==> src/apdc_consts.vh <==
// constants for the converter power-mode and output-drive control block
// assumes a 40 MHz clock and a write-only three-wire serial configuration port
// Function
// - writing one to the reset bit restores all registers; the bit self-clears
// - each per-channel sleep bit puts only its own channel into light sleep
// - deep sleep powers down all channels but keeps bit and frame clocks running
// - full power-down switches off the whole chip including the band-gap
// - in full power-down the bit and frame clock outputs go high impedance
// - pin function low bit one: pin high puts every channel in light sleep
// - pin function binary 10: pin high enters deep sleep
// - pin function binary 00 (default): pin high enters full power-down
// - the power-down pin acts on all channels together, never one by one
// - sleeping with driver mode low: data drivers powered down, outputs high impedance
// - sleeping with driver mode high: data drivers stay on and output zero
// - driver mode never touches clock drivers; they stay on in both sleeps
// - drive code maps 000=3.5,001=2.5,010=1.5,011=0.5,100=7.5..111=4.5 mA
// - three separate 3-bit drive fields: bit clock, frame clock, data
`ifndef APDC_CONSTS_VH
`define APDC_CONSTS_VH

`define APDC_ADDR_W            8
`define APDC_DATA_W            16
`define APDC_WORD_BITS         5'h18

`define APDC_OFS_SOFTWARE_RESET        8'h00
`define APDC_OFS_POWER_MODE_CONTROL    8'h0F
`define APDC_OFS_OUTPUT_DRIVE_STRENGTH 8'h11
`define APDC_OFS_DATA_DRIVER_SLEEP     8'h52

`define APDC_RST_BIT           0
`define APDC_SLEEP_LSB         0
`define APDC_SLEEP_MSB         7
`define APDC_DEEP_BIT          8
`define APDC_FULL_BIT          9
`define APDC_PINCFG_LSB        10
`define APDC_PINCFG_MSB        11
`define APDC_DRV_LCLK_LSB      0
`define APDC_DRV_FRAME_LSB     4
`define APDC_DRV_DAT_LSB       8
`define APDC_DDMODE_BIT        0

`define APDC_POWER_MODE_RESET  16'h0000
`define APDC_DRIVE_RESET       16'h0000
`define APDC_DDMODE_RESET      1'h0
`define APDC_PINCFG_FULL       2'h0
`define APDC_PINCFG_DEEP       2'h2

`endif

==> src/apdc_power_ctrl.v <==
// power-mode and output-drive control behind the serial configuration port
// assumes sclk, sdata, csn_n and power_down_pin are synchronous to clk, and
// sclk is slower than clk/2 so every rising edge is seen
// the port is write-only: state shows only on the registered outputs,
// which follow a register write or a pin change one clk later
// nothing is latched from the pin, so releasing it wakes the block at once
`include "apdc_consts.vh"
`default_nettype none

module apdc_power_ctrl #(
  parameter CHANNELS = 8
) (
  input  wire                clk,
  input  wire                srst,
  input  wire                sclk,
  input  wire                sdata,
  input  wire                csn_n,
  input  wire                power_down_pin,
  output reg  [CHANNELS-1:0] channel_sleep,
  output reg                 deep_sleep,
  output reg                 full_power_down,
  output reg                 bandgap_on,
  output reg                 lclk_oe,
  output reg                 frame_clock_out_oe,
  output reg  [CHANNELS-1:0] data_driver_on,
  output reg  [CHANNELS-1:0] data_oe,
  output reg  [CHANNELS-1:0] data_force_zero,
  output reg  [2:0]          lclk_drive_code,
  output reg  [2:0]          frame_drive_code,
  output reg  [2:0]          data_drive_code,
  output reg  [3:0]          lclk_drive_half_ma,
  output reg  [3:0]          frame_drive_half_ma,
  output reg  [3:0]          data_drive_half_ma
);

  // drive current in half-milliamp steps; not monotonic in the code, hence a table
  function [3:0] drive_half_ma;
    input [2:0] code;
    begin
      case (code)
        3'h0: drive_half_ma = 4'h7;
        3'h1: drive_half_ma = 4'h5;
        3'h2: drive_half_ma = 4'h3;
        3'h3: drive_half_ma = 4'h1;
        3'h4: drive_half_ma = 4'hF;
        3'h5: drive_half_ma = 4'hD;
        3'h6: drive_half_ma = 4'hB;
        3'h7: drive_half_ma = 4'h9;
        default: drive_half_ma = 4'h7;
      endcase
    end
  endfunction

  // output values while srst is high: awake, everything driving, 3.5 mA
  localparam [2:0]       CODE_RESET = 3'h0;
  localparam [3:0]       HALF_MA_RESET = 4'h7;
  localparam [CHANNELS-1:0] LANES_ON = {CHANNELS{1'b1}};
  localparam [CHANNELS-1:0] LANES_OFF = {CHANNELS{1'b0}};

  reg  [23:0]            shift;
  reg  [4:0]             bit_count;
  reg                    sclk_prev;
  reg  [15:0]            power_mode_control;
  reg  [15:0]            output_drive_strength;
  reg                    data_driver_sleep_behaviour;

  wire                   sclk_rise = sclk & ~sclk_prev;
  wire [23:0]            next_shift = {shift[22:0], sdata};
  wire                   word_done = ~csn_n & sclk_rise
                                     & (bit_count == `APDC_WORD_BITS - 5'h01);
  wire [7:0]             wr_addr = next_shift[23:16];
  wire [15:0]            wr_data = next_shift[15:0];
  wire                   sw_reset = word_done & (wr_addr == `APDC_OFS_SOFTWARE_RESET)
                                    & wr_data[`APDC_RST_BIT];

  wire [4:0]             next_bit_count = word_done ? 5'h00 : bit_count + 5'h01;

  // sclk idles low, so a low reset value gives no false edge after reset
  always @(posedge clk) begin
    if (srst) begin
      sclk_prev <= 1'b0;
    end else begin
      sclk_prev <= sclk;
    end
  end

  always @(posedge clk) begin
    if (srst) begin
      shift <= 24'h000000;
    end else if (~csn_n & sclk_rise) begin
      shift <= next_shift;
    end
  end

  // deselect drops a partial word
  always @(posedge clk) begin
    if (srst) begin
      bit_count <= 5'h00;
    end else if (csn_n) begin
      bit_count <= 5'h00;
    end else if (sclk_rise) begin
      // longer frames are cut into 24-bit words
      bit_count <= next_bit_count;
    end
  end

  wire                   wr_power = word_done & (wr_addr == `APDC_OFS_POWER_MODE_CONTROL);
  wire                   wr_drive = word_done & (wr_addr == `APDC_OFS_OUTPUT_DRIVE_STRENGTH);
  wire                   wr_ddmode = word_done & (wr_addr == `APDC_OFS_DATA_DRIVER_SLEEP);

  // reset bit is never stored, so it reads back cleared at once
  // unmapped addresses match none of the strobes and are dropped
  always @(posedge clk) begin
    if (srst || sw_reset) begin
      power_mode_control <= `APDC_POWER_MODE_RESET;
    end else if (wr_power) begin
      power_mode_control <= wr_data;
    end
  end

  always @(posedge clk) begin
    if (srst || sw_reset) begin
      output_drive_strength <= `APDC_DRIVE_RESET;
    end else if (wr_drive) begin
      output_drive_strength <= wr_data;
    end
  end

  always @(posedge clk) begin
    if (srst || sw_reset) begin
      data_driver_sleep_behaviour <= `APDC_DDMODE_RESET;
    end else if (wr_ddmode) begin
      data_driver_sleep_behaviour <= wr_data[`APDC_DDMODE_BIT];
    end
  end

  wire [1:0] power_pin_function_select =
    power_mode_control[`APDC_PINCFG_MSB:`APDC_PINCFG_LSB];
  wire [CHANNELS-1:0] channel_light_sleep =
    power_mode_control[`APDC_SLEEP_LSB+CHANNELS-1:`APDC_SLEEP_LSB];

  // pin requests are all-channel only
  wire pin_light = power_down_pin & power_pin_function_select[0];
  wire pin_deep  = power_down_pin
                   & (power_pin_function_select == `APDC_PINCFG_DEEP);
  wire pin_full  = power_down_pin
                   & (power_pin_function_select == `APDC_PINCFG_FULL);

  wire next_full  = power_mode_control[`APDC_FULL_BIT] | pin_full;
  wire next_deep  = (power_mode_control[`APDC_DEEP_BIT] | pin_deep) & ~next_full;
  wire [CHANNELS-1:0] next_light =
    (channel_light_sleep | {CHANNELS{pin_light}}) & ~{CHANNELS{next_deep | next_full}};
  wire [CHANNELS-1:0] next_quiet = next_light | {CHANNELS{next_deep}};

  wire                   next_bandgap = ~next_full;
  wire                   next_clk_oe = ~next_full;
  wire [CHANNELS-1:0]    next_data_on =
    ~{CHANNELS{next_full}} & ({CHANNELS{data_driver_sleep_behaviour}} | ~next_quiet);
  wire [CHANNELS-1:0]    next_data_zero =
    ~{CHANNELS{next_full}} & {CHANNELS{data_driver_sleep_behaviour}} & next_quiet;

  wire [2:0]             lclk_field =
    output_drive_strength[`APDC_DRV_LCLK_LSB+2:`APDC_DRV_LCLK_LSB];
  wire [2:0]             frame_field =
    output_drive_strength[`APDC_DRV_FRAME_LSB+2:`APDC_DRV_FRAME_LSB];
  wire [2:0]             data_field =
    output_drive_strength[`APDC_DRV_DAT_LSB+2:`APDC_DRV_DAT_LSB];
  wire [3:0]             next_lclk_half_ma = drive_half_ma(lclk_field);
  wire [3:0]             next_frame_half_ma = drive_half_ma(frame_field);
  wire [3:0]             next_data_half_ma = drive_half_ma(data_field);

  // power state; priority is already settled in the next_ wires
  always @(posedge clk) begin
    if (srst) begin
      channel_sleep <= LANES_OFF;
    end else begin
      channel_sleep <= next_light;
    end
  end

  always @(posedge clk) begin
    if (srst) begin
      deep_sleep <= 1'b0;
    end else begin
      deep_sleep <= next_deep;
    end
  end

  always @(posedge clk) begin
    if (srst) begin
      full_power_down <= 1'b0;
    end else begin
      full_power_down <= next_full;
    end
  end

  // band-gap restart is the slow part of waking, so only full power-down stops it
  always @(posedge clk) begin
    if (srst) begin
      bandgap_on <= 1'b1;
    end else begin
      bandgap_on <= next_bandgap;
    end
  end

  // clocks keep running in both sleeps so the receiver stays locked
  // full power-down lets the receiver lose lock; that is the price of the band-gap stop
  always @(posedge clk) begin
    if (srst) begin
      lclk_oe <= 1'b1;
    end else begin
      lclk_oe <= next_clk_oe;
    end
  end

  always @(posedge clk) begin
    if (srst) begin
      frame_clock_out_oe <= 1'b1;
    end else begin
      frame_clock_out_oe <= next_clk_oe;
    end
  end

  // driver power and output enable move together; a powered driver never floats
  always @(posedge clk) begin
    if (srst) begin
      data_driver_on <= LANES_ON;
    end else begin
      data_driver_on <= next_data_on;
    end
  end

  always @(posedge clk) begin
    if (srst) begin
      data_oe <= LANES_ON;
    end else begin
      data_oe <= next_data_on;
    end
  end

  always @(posedge clk) begin
    if (srst) begin
      data_force_zero <= LANES_OFF;
    end else begin
      data_force_zero <= next_data_zero;
    end
  end

  // drive codes and currents change together, one clk after the write
  always @(posedge clk) begin
    if (srst) begin
      lclk_drive_code <= CODE_RESET;
    end else begin
      lclk_drive_code <= lclk_field;
    end
  end

  always @(posedge clk) begin
    if (srst) begin
      lclk_drive_half_ma <= HALF_MA_RESET;
    end else begin
      lclk_drive_half_ma <= next_lclk_half_ma;
    end
  end

  always @(posedge clk) begin
    if (srst) begin
      frame_drive_code <= CODE_RESET;
    end else begin
      frame_drive_code <= frame_field;
    end
  end

  always @(posedge clk) begin
    if (srst) begin
      frame_drive_half_ma <= HALF_MA_RESET;
    end else begin
      frame_drive_half_ma <= next_frame_half_ma;
    end
  end

  always @(posedge clk) begin
    if (srst) begin
      data_drive_code <= CODE_RESET;
    end else begin
      data_drive_code <= data_field;
    end
  end

  always @(posedge clk) begin
    if (srst) begin
      data_drive_half_ma <= HALF_MA_RESET;
    end else begin
      data_drive_half_ma <= next_data_half_ma;
    end
  end

endmodule

`default_nettype wire

==> config.mk <==
export PLATFORM = sky130hd
export DESIGN_NAME = apdc_power_ctrl
export DESIGN_NICKNAME = d
export VERILOG_FILES = /design/src/apdc_power_ctrl.v
export VERILOG_INCLUDE_DIRS = /design/src
export SDC_FILE = /design/constraint.sdc
export NUM_CORES = 1
export LEC_CHECK = 0
export BUFFER_PORTS_ARGS = -buffer_cell sky130_fd_sc_hd__buf_4
export CAP_MARGIN = 20
export CELL_PAD_IN_SITES_DETAIL_PLACEMENT = 1
export CELL_PAD_IN_SITES_GLOBAL_PLACEMENT = 1
export CORE_MARGIN = 2
export CORE_UTILIZATION = 44
export DETAILED_ROUTE_END_ITERATION = 7
export PLACE_DENSITY_LB_ADDON = 0.1
export SLEW_MARGIN = 20
export SYNTH_ARGS = -nofsm -noshare
export SYNTH_HDL_FRONTEND = slang
export SYNTH_SLANG_ARGS = --single-unit
==> constraint.sdc <==
create_clock -name clk -period 3.4 [get_ports clk]
set_input_delay 0.34 -clock clk [delete_from_list [all_inputs] [get_ports clk]]
set_output_delay 0.34 -clock clk [all_outputs]
set_load 0.01 [all_outputs]
---- Word level (Yosys, flattened, before mapping) ----
Memories as Yosys holds them, arrays and structs flattened. A register that Yosys moved wholly into a read port is not among the register bits.
Index checks and enable logic that the tools add are counted.
operators by class
  eq/ne operators ......................... 5
  mux-type cells .......................... 1
  reductions and logical operators ........ 4
  bitwise operators ....................... 28
  $add $sub $neg .......................... 1
operators by type and width
  cell                                                                   number
  8-bit AND                                                              4
  8-bit inverter                                                         3
  8-bit OR                                                               3
  1-bit AND                                                              12
  8-bit by 4-bit equality test with 1-bit output, second input constant  1
  8-bit by 5-bit equality test with 1-bit output, second input constant  1
  8-bit by 7-bit equality test with 1-bit output, second input constant  1
  8-bit zero test                                                        1
  5-bit by 1-bit adder with 5-bit output, second input constant          1
  5-bit equality test, second input constant                             1
  5-bit 2-to-1 mux                                                       1
  1-bit inverter                                                         3
  1-bit OR                                                               3
  2-bit equality test, second input constant                             1
  2-bit zero test                                                        1
  2-bit OR reduction                                                     1
  1-bit logical OR                                                       1
storage, ports and cells
  output and inout port bits .............. 58
  register bits ........................... 101
  logic and storage cells ................. 60
  memory bits (read-only) ................. 72
  memories ................................ 3
memory list
  memory           depth  width  read ports  clocked after memory_dff  write ports  RTL line              source
  (no name shown)  8      3      1           1                         0            apdc_power_ctrl.v:40  case (code)
  (no name shown)  8      3      1           1                         0            apdc_power_ctrl.v:40
  (no name shown)  8      3      1           1                         0            apdc_power_ctrl.v:40

---- Longest topological paths before layout ----
  depth after elaboration ................. 12
  gate-level depth with buffers ........... 6

---- Worst setup path after synthesis ----
Ideal clock, no wire load.
  kind .................................... reg-to-reg
  from .................................... register shift[22]
  to ...................................... register power_mode_control[10]
  clock period less this slack ............ 1.731 ns
  required time ........................... 3.285 ns
  stages on the path, launching flop included .. 6
  setup time .............................. 0.115 ns
  slack ................................... 1.669 ns
  arrival ................................. 1.616 ns
  path through ............................ dfxtp_1 > or4_4 > nor4_4 > buf_6 > mux2i_1 > nor2_2
between the ends
  longest elaborated chain between the ends .. 4
  elaborated cells between the ends (all ways) .. 6
ends and longest elaborated chain
  what                       RTL line               source
  from (decl)                apdc_power_ctrl.v:60   reg [23:0] shift;
  from (signal assigned)     apdc_power_ctrl.v:91   shift <= next_shift;
  8-bit zero test (no line)  n/a
  1-bit AND (2 in a row)     apdc_power_ctrl.v:73   wire sw_reset = word_done & (wr_addr == `APDC_OFS_SOFTWARE_RESET)
  1-bit logical OR           apdc_power_ctrl.v:114  if (srst || sw_reset) begin
  to (signal assigned)       apdc_power_ctrl.v:115  power_mode_control <= `APDC_POWER_MODE_RESET;
  to (signal assigned)       apdc_power_ctrl.v:117  power_mode_control <= wr_data;
  to (decl)                  apdc_power_ctrl.v:63   reg [15:0] power_mode_control;
Several ways; a longest one is shown, not always the timed one.
A chain may end at the register's enable or synchronous reset.

---- Final worst setup path ----
Ends and elaborated chain as after synthesis.

==> flow_metrics.py <==
metrics = {
    "run_status": {
        "outcome": "finished, final reports clean",
    },
    "die": {
        "dieWidth_um": 91.1,
        "die_height_um": 91.1,
        "start_util_pct": 45.7,
        "ios": 64,
        "rows": 31,
        "core_mm2": 0.00729,
        "die_area_mm2": 0.00829,
    },
    "sta": {
        "post-route-period-util_pct": 66.6,
        "setup_tns_ns": 0,
        "hold_viol_final": 0,
        "relSlewSlack_pct": 31.8,
        "rsz0062_at_grt": "false",
        "slew_viol_final": 0,
        "setup_violations": 0,
        "worst_slew_pin_slew_ns": 1.02,
        "layout_min_cycle_time_ns": 2.26,
        "fin_skew_ns": 0.0121,
        "max_freq_mhz": 442,
        "worst_hold_slack_ns": 0.206,
    },
    "worst_setup_path": {
        "critPathKind": "reg2reg",
        "cpMaxStageDelayCell": "nor4_4",
        "cp.required_ns": 3.64,
        "cpPeakStageDelay_ns": 0.85,
        "arrival_ns": 2.50,
        "critical_path.max_fanout": 12,
        "start_kind": "flip-flop",
        "path_cells": "or4_4, nor4_4, mux2i_1, nor2_2",
        "end_kind": "flip-flop",
    },
    "cts": {
        "htreeDepth": 3,
        "cts_tree": "done",
        "cts_hold_buf": 0,
        "ctsResizeCount": 0,
        "clkSinkCount": 93,
        "postCtsSetupBuffers": 0,
        "worstSkewPairLatency_ns": 0.37,
        "clk_pin_slew_worst_paths_ns": 0.09,
        "clockBufferDepth": 2,
        "numCtsBuffers": 9,
        "cts_root_buffer": "clkbuf_8",
    },
    "global_route": {
        "grt-ovfl-total": 0,
        "first_global_vias": 2390,
        "grt_max_degree": 52,
        "grt_pass1_wl_um": 11900,
        "track_usage_pct": 18.2,
        "antenna_found_initial": 0,
    },
    "cells_and_area": {
        "antenna_cells": 0,
        "area_growth_pct": 18.1,
        "stdcell_area_mm2": 0.00394,
        "finish.net_count": 389,
        "drive_above_1_share_pct": 24.3,
        "postLayoutCoreUtil_pct": 54.0,
    },
    "yosys": {
        "ys_warn_count": 0,
        "async_flop_share_pct": 0,
        "avgSynthCellArea_um2": 9.73,
        "synth_edf_count": 0,
        "netlist-cell-type-count": 38,
        "synthCells": 343,
        "ys.flop_type": "dfxtp_1",
        "netlist_area_mm2": 0.00334,
        "seq_area_frac_synth_pct": 55.8,
        "ys_ff_latch": 93,
    },
    "route": {
        "drc": 0,
        "ant_nets": 0,
        "via_count": 2383,
        "drtIter0Drc": 46,
        "wl_um": 7040,
        "post_drt_wl_per_cell_um": 14.5,
        "drt-pass1-iter-count": 6,
        "avgViaCountPerCell": 4.90,
    },
    "pwr": {
        "power.density_mw_per_mm2": 516,
        "pwr-share-clk_pct": 41.2,
        "p_leak_nw": 1.66,
        "seq_power_share_pct": 54.3,
        "peakVddDrop_v": 0.000253,
        "power.switching_mw": 0.475,
        "p_comb_share_pct": 4.5,
        "swShare_pct": 23.4,
        "p_int_mw": 1.56,
    },
    "placement": {
        "portBuffers": 60,
        "dpl_cell_area_mm2": 0.00371,
        "finalWeightedCongestion": 0.763,
        "hpwl_um": 4830,
    },
    "flow_run": {
        "cap_violations": 0,
    },
    "hold_path": {
        "hp-class": "in2reg",
    },
}
-- sequential cells by signal, summed over array words and instances, names as in the netlist, 2 cells and up --
register	count
output_drive_strength	9
lclk_drive_half_ma	2
bit_count	5
shift	23
data_force_zero	8
power_mode_control	12
data_drive_half_ma	3
data_drive_code	2
data_oe	8
frame_drive_code	2
channel_sleep	8
frame_drive_half_ma	3
lclk_drive_code	3
-- layout by cell type (no fill, tap or decap), types with 2 or more instances in the layout --
cell type   count
nor3_1          6
nor2_2         10
inv_8           2
nor4b_1         2
mux2i_1        25
bufinv_16       2
dfxtp_1        93
o21a_1          8
nand2b_1       10
nand4b_1        2
nor2_1         38
o21bai_1        9
a21oi_1        24
inv_1           7
conb_1          3
nand4_1         2
nor2b_1         6
nand3_1         2
buf_4          61
nand2_1        47
clkbuf_8        9
clkinvlp_4      2
-- per-stage QoR --
stage | power (mW) | instances | setup WS [ns]
after floorplan | 1.20 | 345 | 1.67
after global placement | 1.22 | 470 | 1.23
after detailed placement | 1.22 | 470 | 1.17
after CTS | 2.05 | 486 | 1.10
after global routing | 2.11 | 486 | 0.989
final | 2.03 | 486 | 1.14
-- worst max-delay path: cells and delay by family, from the launching register on --
family	cells	cell delay [ns]
DFF	1	0.34
and+or+nand+nor	3	1.45
muxes	1	0.35
-- per-layer routing --
layer / vias up / wire length, um / global-route usage (%) / part of all wire (%)
li1: 1183 / - / - / -
met1: 1155 / 3090 / 21.2 / 44
met2: 38 / 3610 / 31.7 / 51
met3: 7 / 236 / 4.65 / 3.4
met4: 0 / 104 / 7.58 / 1.5
met5: - / 0 / 0 / 0
-- path summary, 6_finish.rpt --
path,startpoint,to,slack (ns),cells after the start
worst max-delay path,shift[22],power_mode_control[10],1.14,4
worst min-delay path,csn_n,bit_count[0],0.21,2
worst max register to register,shift[22],power_mode_control[10],1.14,4
worst min register to register,output_drive_strength[4],frame_drive_half_ma[1],0.43,1
-- cells by family after synthesis --
logic type	Yosys count	synth area share [%]
AO/OA/AOI/OAI	43	7.91
XOR/XNOR	1	0.263
adder cells (fa/ha/maj)	1	0.375
buffers and inverters	42	7.28
flip-flops	93	55.8
multiplexers	25	7.50
other	1	0.112
AND/OR/NAND/NOR	137	20.7
-- synthesized netlist by cell type (2+ instances only) --
cell type / instances / share of area (%)
nand4_1: 2 / 0.38
mux2i_1: 25 / 7.5
nor2_1: 38 / 4.3
nor2_2: 10 / 1.9
nor3_1: 6 / 0.90
buf_4: 16 / 3.6
nand4b_1: 2 / 0.53
dfxtp_1: 93 / 56
clkbuf_1: 13 / 1.5
buf_2: 2 / 0.30
buf_6: 3 / 1.0
nand2_1: 47 / 5.3
nand3_1: 2 / 0.30
nand2b_1: 10 / 1.9
o21a_1: 8 / 1.8
nor4b_1: 2 / 0.53
a21oi_1: 24 / 3.6
o21bai_1: 9 / 2.0
inv_1: 7 / 0.79
nor2b_1: 6 / 1.1
-- area by class of cell --
cell class | instances | area [um^2]
tap | 99 | 124
clock buffer | 9 | 124
fill | 852 | 3350
timing repair buffer | 61 | 458
multi-input combinational | 210 | 1240
inverter | 7 | 26.3
clock inverter | 7 | 106
sequential | 93 | 1860
-- power by group through the flow --
stage,clock (mW),combinational [mW],sequential (mW)
6_report,0.838,0.0909,1.10
5_1_grt,0.906,0.0998,1.11
4_1_cts,0.852,0.0921,1.10
3_5_place_dp,0,0.0918,1.13
3_3_place_gp,0,0.0902,1.13
2_1_floorplan,0,0.0633,1.13
Power figures use the tool's default switching activity.
